$ cat config.mk
export PLATFORM = sky130hd
export DESIGN_NAME = blp_loader
export DESIGN_NICKNAME = d
export VERILOG_FILES = /design/src/common/blp_pkg.sv /design/src/rtl/blp_tick.sv /design/src/rtl/blp_timer.sv /design/src/rtl/blp_loader.sv
export SDC_FILE = /design/constraint.sdc
export NUM_CORES = 2
export LEC_CHECK = 0
export BUFFER_PORTS_ARGS = -buffer_cell sky130_fd_sc_hd__buf_4
export CORE_UTILIZATION = 40
export CTS_CLUSTER_DIAMETER = 100
export DETAILED_ROUTE_END_ITERATION = 6
export MAX_ROUTING_LAYER = met4
export SYNTH_ARGS = -nofsm -noshare
export SYNTH_HDL_FRONTEND = slang
export SYNTH_HIERARCHICAL = 1
export SYNTH_SLANG_ARGS = --single-unit
$ cat constraint.sdc
create_clock -name core_clk -period 3.65 [get_ports core_clk]
set_input_delay 0.1825 -clock core_clk [delete_from_list [all_inputs] [get_ports core_clk]]
set_output_delay 0.1825 -clock core_clk [all_outputs]
set_load 0.005 [all_outputs]
$ cat src/common/blp_pkg.sv
// Shared constants and types for the parallel bootloader sequencer
package blp_pkg;
	// Clock and timing
	localparam int CLK_PERIOD_NS = 10;
	localparam int PROG_PULSE_NS = 2_000_000;
	localparam int PROG_PULSE_CYC = (PROG_PULSE_NS + CLK_PERIOD_NS - 1) / CLK_PERIOD_NS;
	localparam int FLASH_HALF_NS = 100_000_000;
	localparam int FLASH_HALF_CYC = FLASH_HALF_NS / CLK_PERIOD_NS;

	// Address map of the transfer
	localparam logic [15:0] BOOT_ENTRY = 16'h7F00;
	localparam logic [15:0] EP_CHAR_LO = 16'h0400;
	localparam logic [15:0] EP_CHAR_HI = 16'h0AFF;
	localparam logic [15:0] EP_PROG_LO = 16'h2000;
	localparam logic [15:0] EP_PROG_HI = 16'h7EFF;
	localparam logic [15:0] EP_VEC_LO = 16'h7FF0;
	localparam logic [15:0] EP_VEC_HI = 16'h7FFF;
	localparam logic [15:0] RAM_LO = 16'h0100;
	localparam logic [15:0] RAM_HI = 16'h01FF;
	localparam logic [15:0] RAM_EXEC = 16'h0100;
	localparam logic [7:0] LOW_WRAP = 8'hFF;

	// Mode codes, first switch in the high bit
	localparam logic [1:0] MODE_PROG_VER = 2'h0;
	localparam logic [1:0] MODE_VER = 2'h1;
	localparam logic [1:0] MODE_RAM = 2'h2;
	localparam logic [1:0] MODE_EXEC = 2'h3;

	// Pass numbering
	localparam logic [1:0] PASS_FIRST = 2'h0;
	localparam logic [1:0] PASS_VERIFY = 2'h2;

	// LED field
	localparam int LED_PASS_BIT = 7;

	// Register byte offsets
	localparam logic [3:0] REG_CTRL = 4'h0;
	localparam logic [3:0] REG_STATUS = 4'h4;
	localparam logic [3:0] REG_ADDR = 4'h8;
	localparam logic [31:0] REG_ZERO = 32'h0000_0000;
	localparam int CTRL_HOLD_BIT = 0;
	localparam int CTRL_RESTART_BIT = 1;
	localparam int STAT_RUN_BIT = 0;
	localparam int STAT_PASS_BIT = 1;
	localparam int STAT_FAIL_BIT = 2;
	localparam int STAT_STOP_BIT = 3;
	localparam int STAT_EXEC_BIT = 4;
	localparam int STAT_MODE_LSB = 8;

	typedef enum logic [3:0] {
		ST_BOOT, ST_INIT, ST_LATCH, ST_SELECT, ST_HS_HI, ST_HS_LO, ST_XFER,
		ST_PROG, ST_NEXT, ST_PASS, ST_FAIL, ST_STOP, ST_EXEC
	} blp_state_e;
endpackage

$ cat src/rtl/blp_tick.sv
// Divider producing a one-cycle enable pulse every PERIOD cycles
`timescale 1ns/10ps
module blp_tick import blp_pkg::*; #(
	parameter int PERIOD = FLASH_HALF_CYC
) (
	input wire logic core_clk,
	input wire logic nrst,
	input wire logic en,
	output logic tick
);
	typedef struct packed {
		logic [31:0] cnt;
		logic tick;
	} blp_tick_s;

	blp_tick_s r_reg;
	blp_tick_s r_next;

	always_comb begin
		r_next = r_reg;
		r_next.tick = 1'b0;
		if (!en) begin
			r_next.cnt = '0;
		end else if (r_reg.cnt == 32'(PERIOD - 1)) begin
			r_next.cnt = '0;
			r_next.tick = 1'b1;
		end else begin
			r_next.cnt = r_reg.cnt + 32'h0000_0001;
		end
	end

	always_ff @(posedge core_clk or negedge nrst) begin
		if (!nrst) begin
			r_reg <= '0;
		end else begin
			r_reg <= r_next;
		end
	end

	assign tick = r_reg.tick;
endmodule

$ cat src/rtl/blp_timer.sv
// One-shot timer: busy for CYCLES cycles after start, then a done pulse
`timescale 1ns/10ps
module blp_timer import blp_pkg::*; #(
	parameter int CYCLES = PROG_PULSE_CYC
) (
	input wire logic core_clk,
	input wire logic nrst,
	input wire logic start,
	output logic busy,
	output logic done
);
	typedef struct packed {
		logic [31:0] cnt;
		logic busy;
		logic done;
	} blp_tmr_s;

	blp_tmr_s r_reg;
	blp_tmr_s r_next;

	always_comb begin
		r_next = r_reg;
		r_next.done = 1'b0;
		if (start) begin
			r_next.cnt = 32'(CYCLES - 1);
			r_next.busy = 1'b1;
		end else if (r_reg.busy) begin
			if (r_reg.cnt == '0) begin
				r_next.busy = 1'b0;
				r_next.done = 1'b1;
			end else begin
				r_next.cnt = r_reg.cnt - 32'h0000_0001;
			end
		end
	end

	always_ff @(posedge core_clk or negedge nrst) begin
		if (!nrst) begin
			r_reg <= '0;
		end else begin
			r_reg <= r_next;
		end
	end

	assign busy = r_reg.busy;
	assign done = r_reg.done;
endmodule

$ cat src/rtl/blp_loader.sv
// Bootloader sequencer: copies a parallel source into on-chip EPROM or RAM
// Overview of operation
// Both mode switches high at start: run RAM
// Otherwise map character store, set up ports
// Address starts at first character location
// First switch picks RAM loader or EPROM modes
// Codes: 00 program, 01 verify, 10 RAM, 11 run
// Without loopback, wait with ready high
// Source pulses strobe high then low
// RAM window copied, verified, pass LED, stop
// Verify failure halts at failing address
// Second switch in RAM mode shows inverted RAM
// Second switch at RAM pass: run RAM
// EPROM walk visits only three areas
// Two programming passes, 2 ms per byte
// Then one verify pass, pass LED on match
// LEDs: high address byte or low seven bits
// Activity LED flashes while loader runs
// RAM mode single-steps one address per strobe
// Low address on port, high byte latched
// Sequencer enters at its boot entry only
// Low wrap bumps high byte and latches it
// Data sampled only after completed handshake
`timescale 1ns/10ps
module blp_loader import blp_pkg::*; #(
	parameter int PROG_CYCLES = PROG_PULSE_CYC,
	parameter int FLASH_CYCLES = FLASH_HALF_CYC
) (
	input wire logic core_clk,
	input wire logic nrst,
	input wire logic [3:0] avs_address,
	input wire logic avs_read,
	input wire logic avs_write,
	input wire logic [31:0] avs_writedata,
	output logic [31:0] avs_readdata,
	output logic avs_waitrequest,
	input wire logic first_mode_switch,
	input wire logic second_mode_switch,
	input wire logic [7:0] src_data,
	input wire logic hs_strobe,
	output logic hs_ready,
	output logic [7:0] addr_lo,
	output logic [7:0] addr_hi,
	output logic addr_hi_latch,
	output logic [7:0] led_port,
	output logic activity_led,
	output logic display_character_store_en,
	output logic [15:0] nvm_addr,
	output logic [7:0] nvm_wdata,
	output logic nvm_prog_en,
	input wire logic [7:0] nvm_rdata,
	output logic stop_mode,
	output logic exec_ram,
	output logic [15:0] exec_addr
);
	typedef struct packed {
		blp_state_e st;
		logic [1:0] mode;
		logic [1:0] pass_n;
		logic selected;
		logic [15:0] addr;
		logic [7:0] data;
		logic [7:0] leds;
		logic latch_p;
		logic char_map;
		logic act;
		logic hold;
		logic ack;
		logic [31:0] rdata;
	} blp_loader_s;

	blp_loader_s r_reg;
	blp_loader_s r_next;
	logic [7:0] ram_mem [256];
	logic ram_we;
	logic tmr_start;
	logic tmr_done;
	logic flash_tick;
	logic running;
	logic is_ram;
	logic [7:0] ram_rd;
	logic [15:0] walk_next;
	logic walk_last;
	logic [15:0] walk_first;
	logic [1:0] mode_now;
	logic restart;
	logic req;

	assign mode_now = {first_mode_switch, second_mode_switch};
	assign is_ram = (r_reg.mode == MODE_RAM);
	assign ram_rd = ram_mem[r_reg.addr[7:0]];
	assign running = (r_reg.st != ST_STOP) && (r_reg.st != ST_EXEC) &&
		(r_reg.st != ST_FAIL) && (r_reg.st != ST_PASS);
	assign req = avs_read || avs_write;
	assign restart = r_reg.ack && avs_write && (avs_address == REG_CTRL) &&
		avs_writedata[CTRL_RESTART_BIT];

	// Skips the gaps between the character, program and vector areas
	always_comb begin
		walk_next = r_reg.addr + 16'h0001;
		walk_last = 1'b0;
		walk_first = EP_CHAR_LO;
		if (is_ram) begin
			walk_first = RAM_LO;
			walk_last = (r_reg.addr == RAM_HI);
		end else if (r_reg.addr == EP_CHAR_HI) begin
			walk_next = EP_PROG_LO;
		end else if (r_reg.addr == EP_PROG_HI) begin
			walk_next = EP_VEC_LO;
		end else if (r_reg.addr == EP_VEC_HI) begin
			walk_last = 1'b1;
		end
	end

	always_comb begin
		r_next = r_reg;
		r_next.latch_p = 1'b0;
		ram_we = 1'b0;
		tmr_start = 1'b0;
		if (flash_tick) begin
			r_next.act = ~r_reg.act;
		end
		if (!running) begin
			r_next.act = 1'b0;
		end
		unique case (r_reg.st)
			ST_BOOT: begin
				r_next.mode = mode_now;
				if (mode_now == MODE_EXEC) begin
					r_next.addr = RAM_EXEC;
					r_next.st = ST_EXEC;
				end else begin
					r_next.st = ST_INIT;
				end
			end
			ST_INIT: begin
				r_next.char_map = 1'b1;
				r_next.leds = '0;
				r_next.addr = EP_CHAR_LO;
				r_next.pass_n = PASS_FIRST;
				r_next.selected = 1'b0;
				r_next.st = ST_LATCH;
			end
			ST_LATCH: begin
				r_next.latch_p = 1'b1;
				r_next.st = r_reg.selected ? ST_HS_HI : ST_SELECT;
			end
			ST_SELECT: begin
				r_next.selected = 1'b1;
				if (r_reg.mode[1]) begin
					r_next.addr = RAM_LO;
					r_next.st = ST_LATCH;
				end else begin
					r_next.pass_n = r_reg.mode[0] ? PASS_VERIFY : PASS_FIRST;
					r_next.st = ST_HS_HI;
				end
			end
			ST_HS_HI: begin
				// Ready drops once strobe is seen so a loopback wire returns low
				if (hs_strobe && !r_reg.hold) begin
					r_next.st = ST_HS_LO;
				end
			end
			ST_HS_LO: begin
				if (!hs_strobe) begin
					r_next.st = ST_XFER;
				end
			end
			ST_XFER: begin
				r_next.data = src_data;
				r_next.st = ST_NEXT;
				if (is_ram) begin
					r_next.leds = {r_reg.leds[LED_PASS_BIT], r_reg.addr[6:0]};
					if (second_mode_switch) begin
						r_next.leds = ~ram_rd;
					end
				end else begin
					r_next.leds = r_reg.addr[15:8];
				end
				if (r_reg.pass_n == PASS_VERIFY) begin
					if ((is_ram ? ram_rd : nvm_rdata) != src_data) begin
						r_next.st = ST_FAIL;
					end
				end else if (is_ram) begin
					ram_we = !second_mode_switch;
				end else begin
					tmr_start = 1'b1;
					r_next.st = ST_PROG;
				end
			end
			ST_PROG: begin
				if (tmr_done) begin
					r_next.st = ST_NEXT;
				end
			end
			ST_NEXT: begin
				if (walk_last) begin
					if (r_reg.pass_n == PASS_VERIFY) begin
						r_next.st = ST_PASS;
					end else begin
						// RAM has one load pass, EPROM two programming passes
						r_next.pass_n = is_ram ? PASS_VERIFY : r_reg.pass_n + 2'h1;
						r_next.addr = walk_first;
						r_next.st = ST_LATCH;
					end
				end else begin
					r_next.addr = walk_next;
					r_next.st = (r_reg.addr[7:0] == LOW_WRAP) ? ST_LATCH : ST_HS_HI;
				end
			end
			ST_PASS: begin
				r_next.leds[LED_PASS_BIT] = 1'b1;
				if (is_ram && second_mode_switch) begin
					r_next.addr = RAM_EXEC;
					r_next.st = ST_EXEC;
				end else begin
					r_next.st = ST_STOP;
				end
			end
			ST_FAIL: r_next.st = ST_FAIL;
			ST_STOP: r_next.st = ST_STOP;
			ST_EXEC: r_next.st = ST_EXEC;
			default: r_next.st = ST_BOOT;
		endcase
		if (restart) begin
			r_next.st = ST_BOOT;
		end

		// Avalon slave: one wait cycle, read data captured in the first
		r_next.ack = req && !r_reg.ack;
		if (req && !r_reg.ack && avs_read) begin
			unique case (avs_address)
				REG_CTRL: r_next.rdata = {31'h0000_0000, r_reg.hold};
				REG_STATUS: begin
					r_next.rdata = REG_ZERO;
					r_next.rdata[STAT_RUN_BIT] = running;
					r_next.rdata[STAT_PASS_BIT] = r_reg.leds[LED_PASS_BIT];
					r_next.rdata[STAT_FAIL_BIT] = (r_reg.st == ST_FAIL);
					r_next.rdata[STAT_STOP_BIT] = (r_reg.st == ST_STOP);
					r_next.rdata[STAT_EXEC_BIT] = (r_reg.st == ST_EXEC);
					r_next.rdata[STAT_MODE_LSB +: 2] = r_reg.mode;
				end
				REG_ADDR: r_next.rdata = {16'h0000, r_reg.addr};
				default: r_next.rdata = REG_ZERO;
			endcase
		end
		if (r_reg.ack && avs_write && avs_address == REG_CTRL) begin
			r_next.hold = avs_writedata[CTRL_HOLD_BIT];
		end
	end

	// Sequencer state only ever resets to its boot entry point
	always_ff @(posedge core_clk or negedge nrst) begin
		if (!nrst) begin
			r_reg <= '0;
			r_reg.st <= ST_BOOT;
			r_reg.addr <= BOOT_ENTRY;
		end else begin
			r_reg <= r_next;
		end
	end

	// Program store holds no reset so it maps onto plain RAM
	always_ff @(posedge core_clk) begin
		if (ram_we) begin
			ram_mem[r_reg.addr[7:0]] <= src_data;
		end
	end

	blp_timer #(.CYCLES(PROG_CYCLES)) u_prog_timer (
		.core_clk(core_clk),
		.nrst(nrst),
		.start(tmr_start),
		.busy(nvm_prog_en),
		.done(tmr_done)
	);

	blp_tick #(.PERIOD(FLASH_CYCLES)) u_flash (
		.core_clk(core_clk),
		.nrst(nrst),
		.en(running),
		.tick(flash_tick)
	);

	assign avs_waitrequest = req && !r_reg.ack;
	assign avs_readdata = r_reg.rdata;
	assign hs_ready = (r_reg.st == ST_HS_HI) && !r_reg.hold;
	assign addr_lo = r_reg.addr[7:0];
	assign addr_hi = r_reg.addr[15:8];
	assign addr_hi_latch = r_reg.latch_p;
	assign led_port = r_reg.leds;
	assign activity_led = r_reg.act;
	assign display_character_store_en = r_reg.char_map;
	assign nvm_addr = r_reg.addr;
	assign nvm_wdata = r_reg.data;
	assign stop_mode = (r_reg.st == ST_STOP);
	assign exec_ram = (r_reg.st == ST_EXEC);
	assign exec_addr = RAM_EXEC;
endmodule

==> flow_summary.yaml <==
timing:
  hold_ws_ps: 161
  final-hold-violation-count: 0
  worst_slew_pin_slew_ps: 1020
  finClkSkew_ps: 58.2
  fmax_mhz: 263
  period_share: 1.04
  fin_tns_setup_ps: -158
  relSlewSlack: 0.323
  drv_slew: 0
  min_period_ps: 3810
  setup_slack_ps: -158
  rsz0062_at_grt: "true"
  setup_viol: 1
min_path:
  hold_class: "primary input to register"
  worstHoldStart: "avs_read"
finish:
  fillers: 17900
  largest_reg_flops: 2048
  final_cells: 8766
  final_net_count: 5787
  drive_gt1_frac: 0.284
  syn2layout_area_growth_pct: 19.7
  final_common_cell: "edfxtp_1"
  final_cell_mix: "2048 x edfxtp_1, 794 x buf_4, 380 x mux2i_1"
  final_util: 0.484
floorplanning:
  core_area_sq_um: 218000
  fp.dieW_microns: 471
  design.portCount: 163
  initial_core_util: 0.404
  num_rows: 171
  dieArea_sq_um: 222000
  die_y_microns: 471
global_routing:
  grt_pass1_vias: 49400
  gr-total-overflow: 0
  grt_max_degree: 144
  grt_antenna_before_repair: 12
  grt_pass1_wl_microns: 357000
  grt_util_all_layers: 0.229
cts:
  cts-root-buf: "clkbuf_16"
  cts_sinks: 2177
  clkLatencyLatePin_ps: 890
  cts_tree: "done"
  htree_levels: 4
  cts_buffer_depth: 3
  clk_pin_slew_ps: 60
  cts_inserted_buffers: 213
job:
  drv_cap: 0
placement:
  gp_congestion: 0.913
  placed_cells: 8273
  dpl.hpwl_microns: 162000
  io_buffer_count: 100
pwr:
  powerDensity_nw_per_um2: 582
  peakVddDrop_v: 0.000428
  power.leakage_nw: 34.6
routing:
  drtIter0Drc: 6205
  ant_nets: 0
  wl_per_cell_microns: 28.5
  post_drt_via_cell_ratio: 5.75
  drtPass1Iterations: 7
  dr_total_vias: 50400
  drcViolationCount: 0
  finalWirelength_microns: 250000
logic_synthesis:
  ys.flop_type: "edfxtp_1"
  synth-async-reset-ratio: 0.0593
  synth_edf_count: 2048
  avgSynthCellArea_sq_um: 17.9
  netlist.area_leader.share: 0.698
  yosys.area.top_type: "edfxtp_1"
  yosysSeqAreaShare: 0.735
  synth_warnings: 6
  synthTopCellsByArea: "edfxtp_1 70%, mux4_2 8.3%, mux2i_1 4.4%"
  ys_types: 101
  syn-cell-area_sq_um: 88100
  synth_seq_cells: 2177
  syn_inst: 4912
setup_path:
  critPathLaunchType: "register"
  critical_path_required_ps: 4400
  critPathArrivalTime_ps: 4560
  rr_startpoint: "nvm_addr[0]"
  critical_path_class: "register to register"
  critPathLaunch: "nvm_addr[0]"
  path_max_fanout: 10
  cp-end-kind: "register"
status:
  violations: "negative setup slack"
  status: "complete, but fails checks"
## kinds of logic (layout without fill, tap and decap cells)
group / count (synthesis) / count (layout) / synth area share
other cells: 2 / 38 / 0.0000853
compound gates: 606 / 606 / 0.0472
fa+ha+maj: 7 / 7 / 0.000994
flops: 2177 / 2177 / 0.735
mux: 740 / 740 / 0.134
xor+xnor: 35 / 35 / 0.00348
buf+inv: 407 / 1371 / 0.0291
simple gates: 938 / 938 / 0.0503
## report_power, final
part / leakage, nW / internal [mW] / switching, mW
registers: 20.1 / 27.6 / 0.318
clock network: 3.42 / 12.4 / 9.71
logic: 11.1 / 5.52 / 5.75
## cells in the mapped netlist (10+ instances only)
| library cell | n |
|---|---|
| a2111oi_0 | 10 |
| a211oi_1 | 22 |
| a21oi_1 | 103 |
| a221oi_1 | 21 |
| a22o_1 | 19 |
| a22oi_1 | 161 |
| a31oi_1 | 22 |
| and2_1 | 14 |
| and3_1 | 20 |
| buf_1 | 14 |
| buf_2 | 50 |
| buf_4 | 135 |
| buf_6 | 43 |
| clkbuf_1 | 133 |
| dfrtp_1 | 122 |
| edfxtp_1 | 2048 |
| inv_1 | 21 |
| mux2_2 | 12 |
| mux2i_1 | 383 |
| mux4_1 | 18 |
| mux4_2 | 326 |
| nand2_1 | 224 |
| nand2b_1 | 11 |
| nand3_1 | 93 |
| nand4_1 | 30 |
| nor2_1 | 361 |
| nor2b_1 | 22 |
| nor3_1 | 30 |
| nor4_1 | 29 |
| o21ai_0 | 105 |
| o22ai_1 | 43 |
| o31ai_1 | 19 |
| or2_2 | 10 |
| or3_1 | 26 |
| or4_1 | 23 |
| xnor2_1 | 24 |
| xor2_1 | 11 |
## critical path, cell delays in order (launching register included)
cell	delay (ps)
dfrtp_4	510
buf_12	160
buf_12	150
buf_12	150
buf_4	150
mux4_2	460
a221oi_2	280
buf_4	160
nand2_1	60
buf_4	140
a2111oi_4	540
a31oi_4	130
xnor2_1	180
nand3b_1	150
o31ai_4	330
nand3b_1	110
## layout make-up
cell class,count,area (sq um),area share
inverter,22,85.1,0.000807
clock buffer,252,5520,0.0523
multi-input combinational,2358,21200,0.201
tap,2854,3570,0.0339
sequential,2177,64800,0.614
antenna,6,15.0,0.000142
timing repair buffer,949,8730,0.0828
clock inverter,148,1530,0.0145
## worst paths after layout
path	end	slack [ps]	cells after the start
max in group asynchronous	nvm_addr[5]	2660	4
worst max register to register	r_reg[75]	-160	15
worst max-delay path	r_reg[75]	-160	15
worst min-delay path	avs_readdata[13]	160	4
min in group asynchronous	nvm_addr[0]	290	3
worst min register to register	r_reg[32]	460	1
## through the flow
step	instance area [sq um]	power [mW]	setup WS [ps]
floorplan	88200	35.2	388
global placement	96900	38.6	-510
detailed placement	96900	38.7	-470
CTS	105000	61.3	-91.5
global route	105000	63.2	-224
finish	105000	61.3	-158
## layer usage
layer,up-vias,routed length [microns],track usage
li1,21300,-,-
met1,26300,103000,0.307
met2,2373,118000,0.355
met3,413,20600,0.0413
met4,0,8070,0.0713
met5,-,0,-
## timing repair
| action | in CTS | in global routing |
|---|---|---|
| buffers inserted | 26 | 22 |
| hold buffers | 32 | 0 |
| endpoints found under the hold margin | 345 | 0 |
| gates cloned | 4 | 5 |
| resized for setup | 60 | 47 |
| endpoints found under the setup margin | 8 | 18 |
| pin swaps | 11 | 16 |
Note: power is estimated with default switching activity, not from simulation.
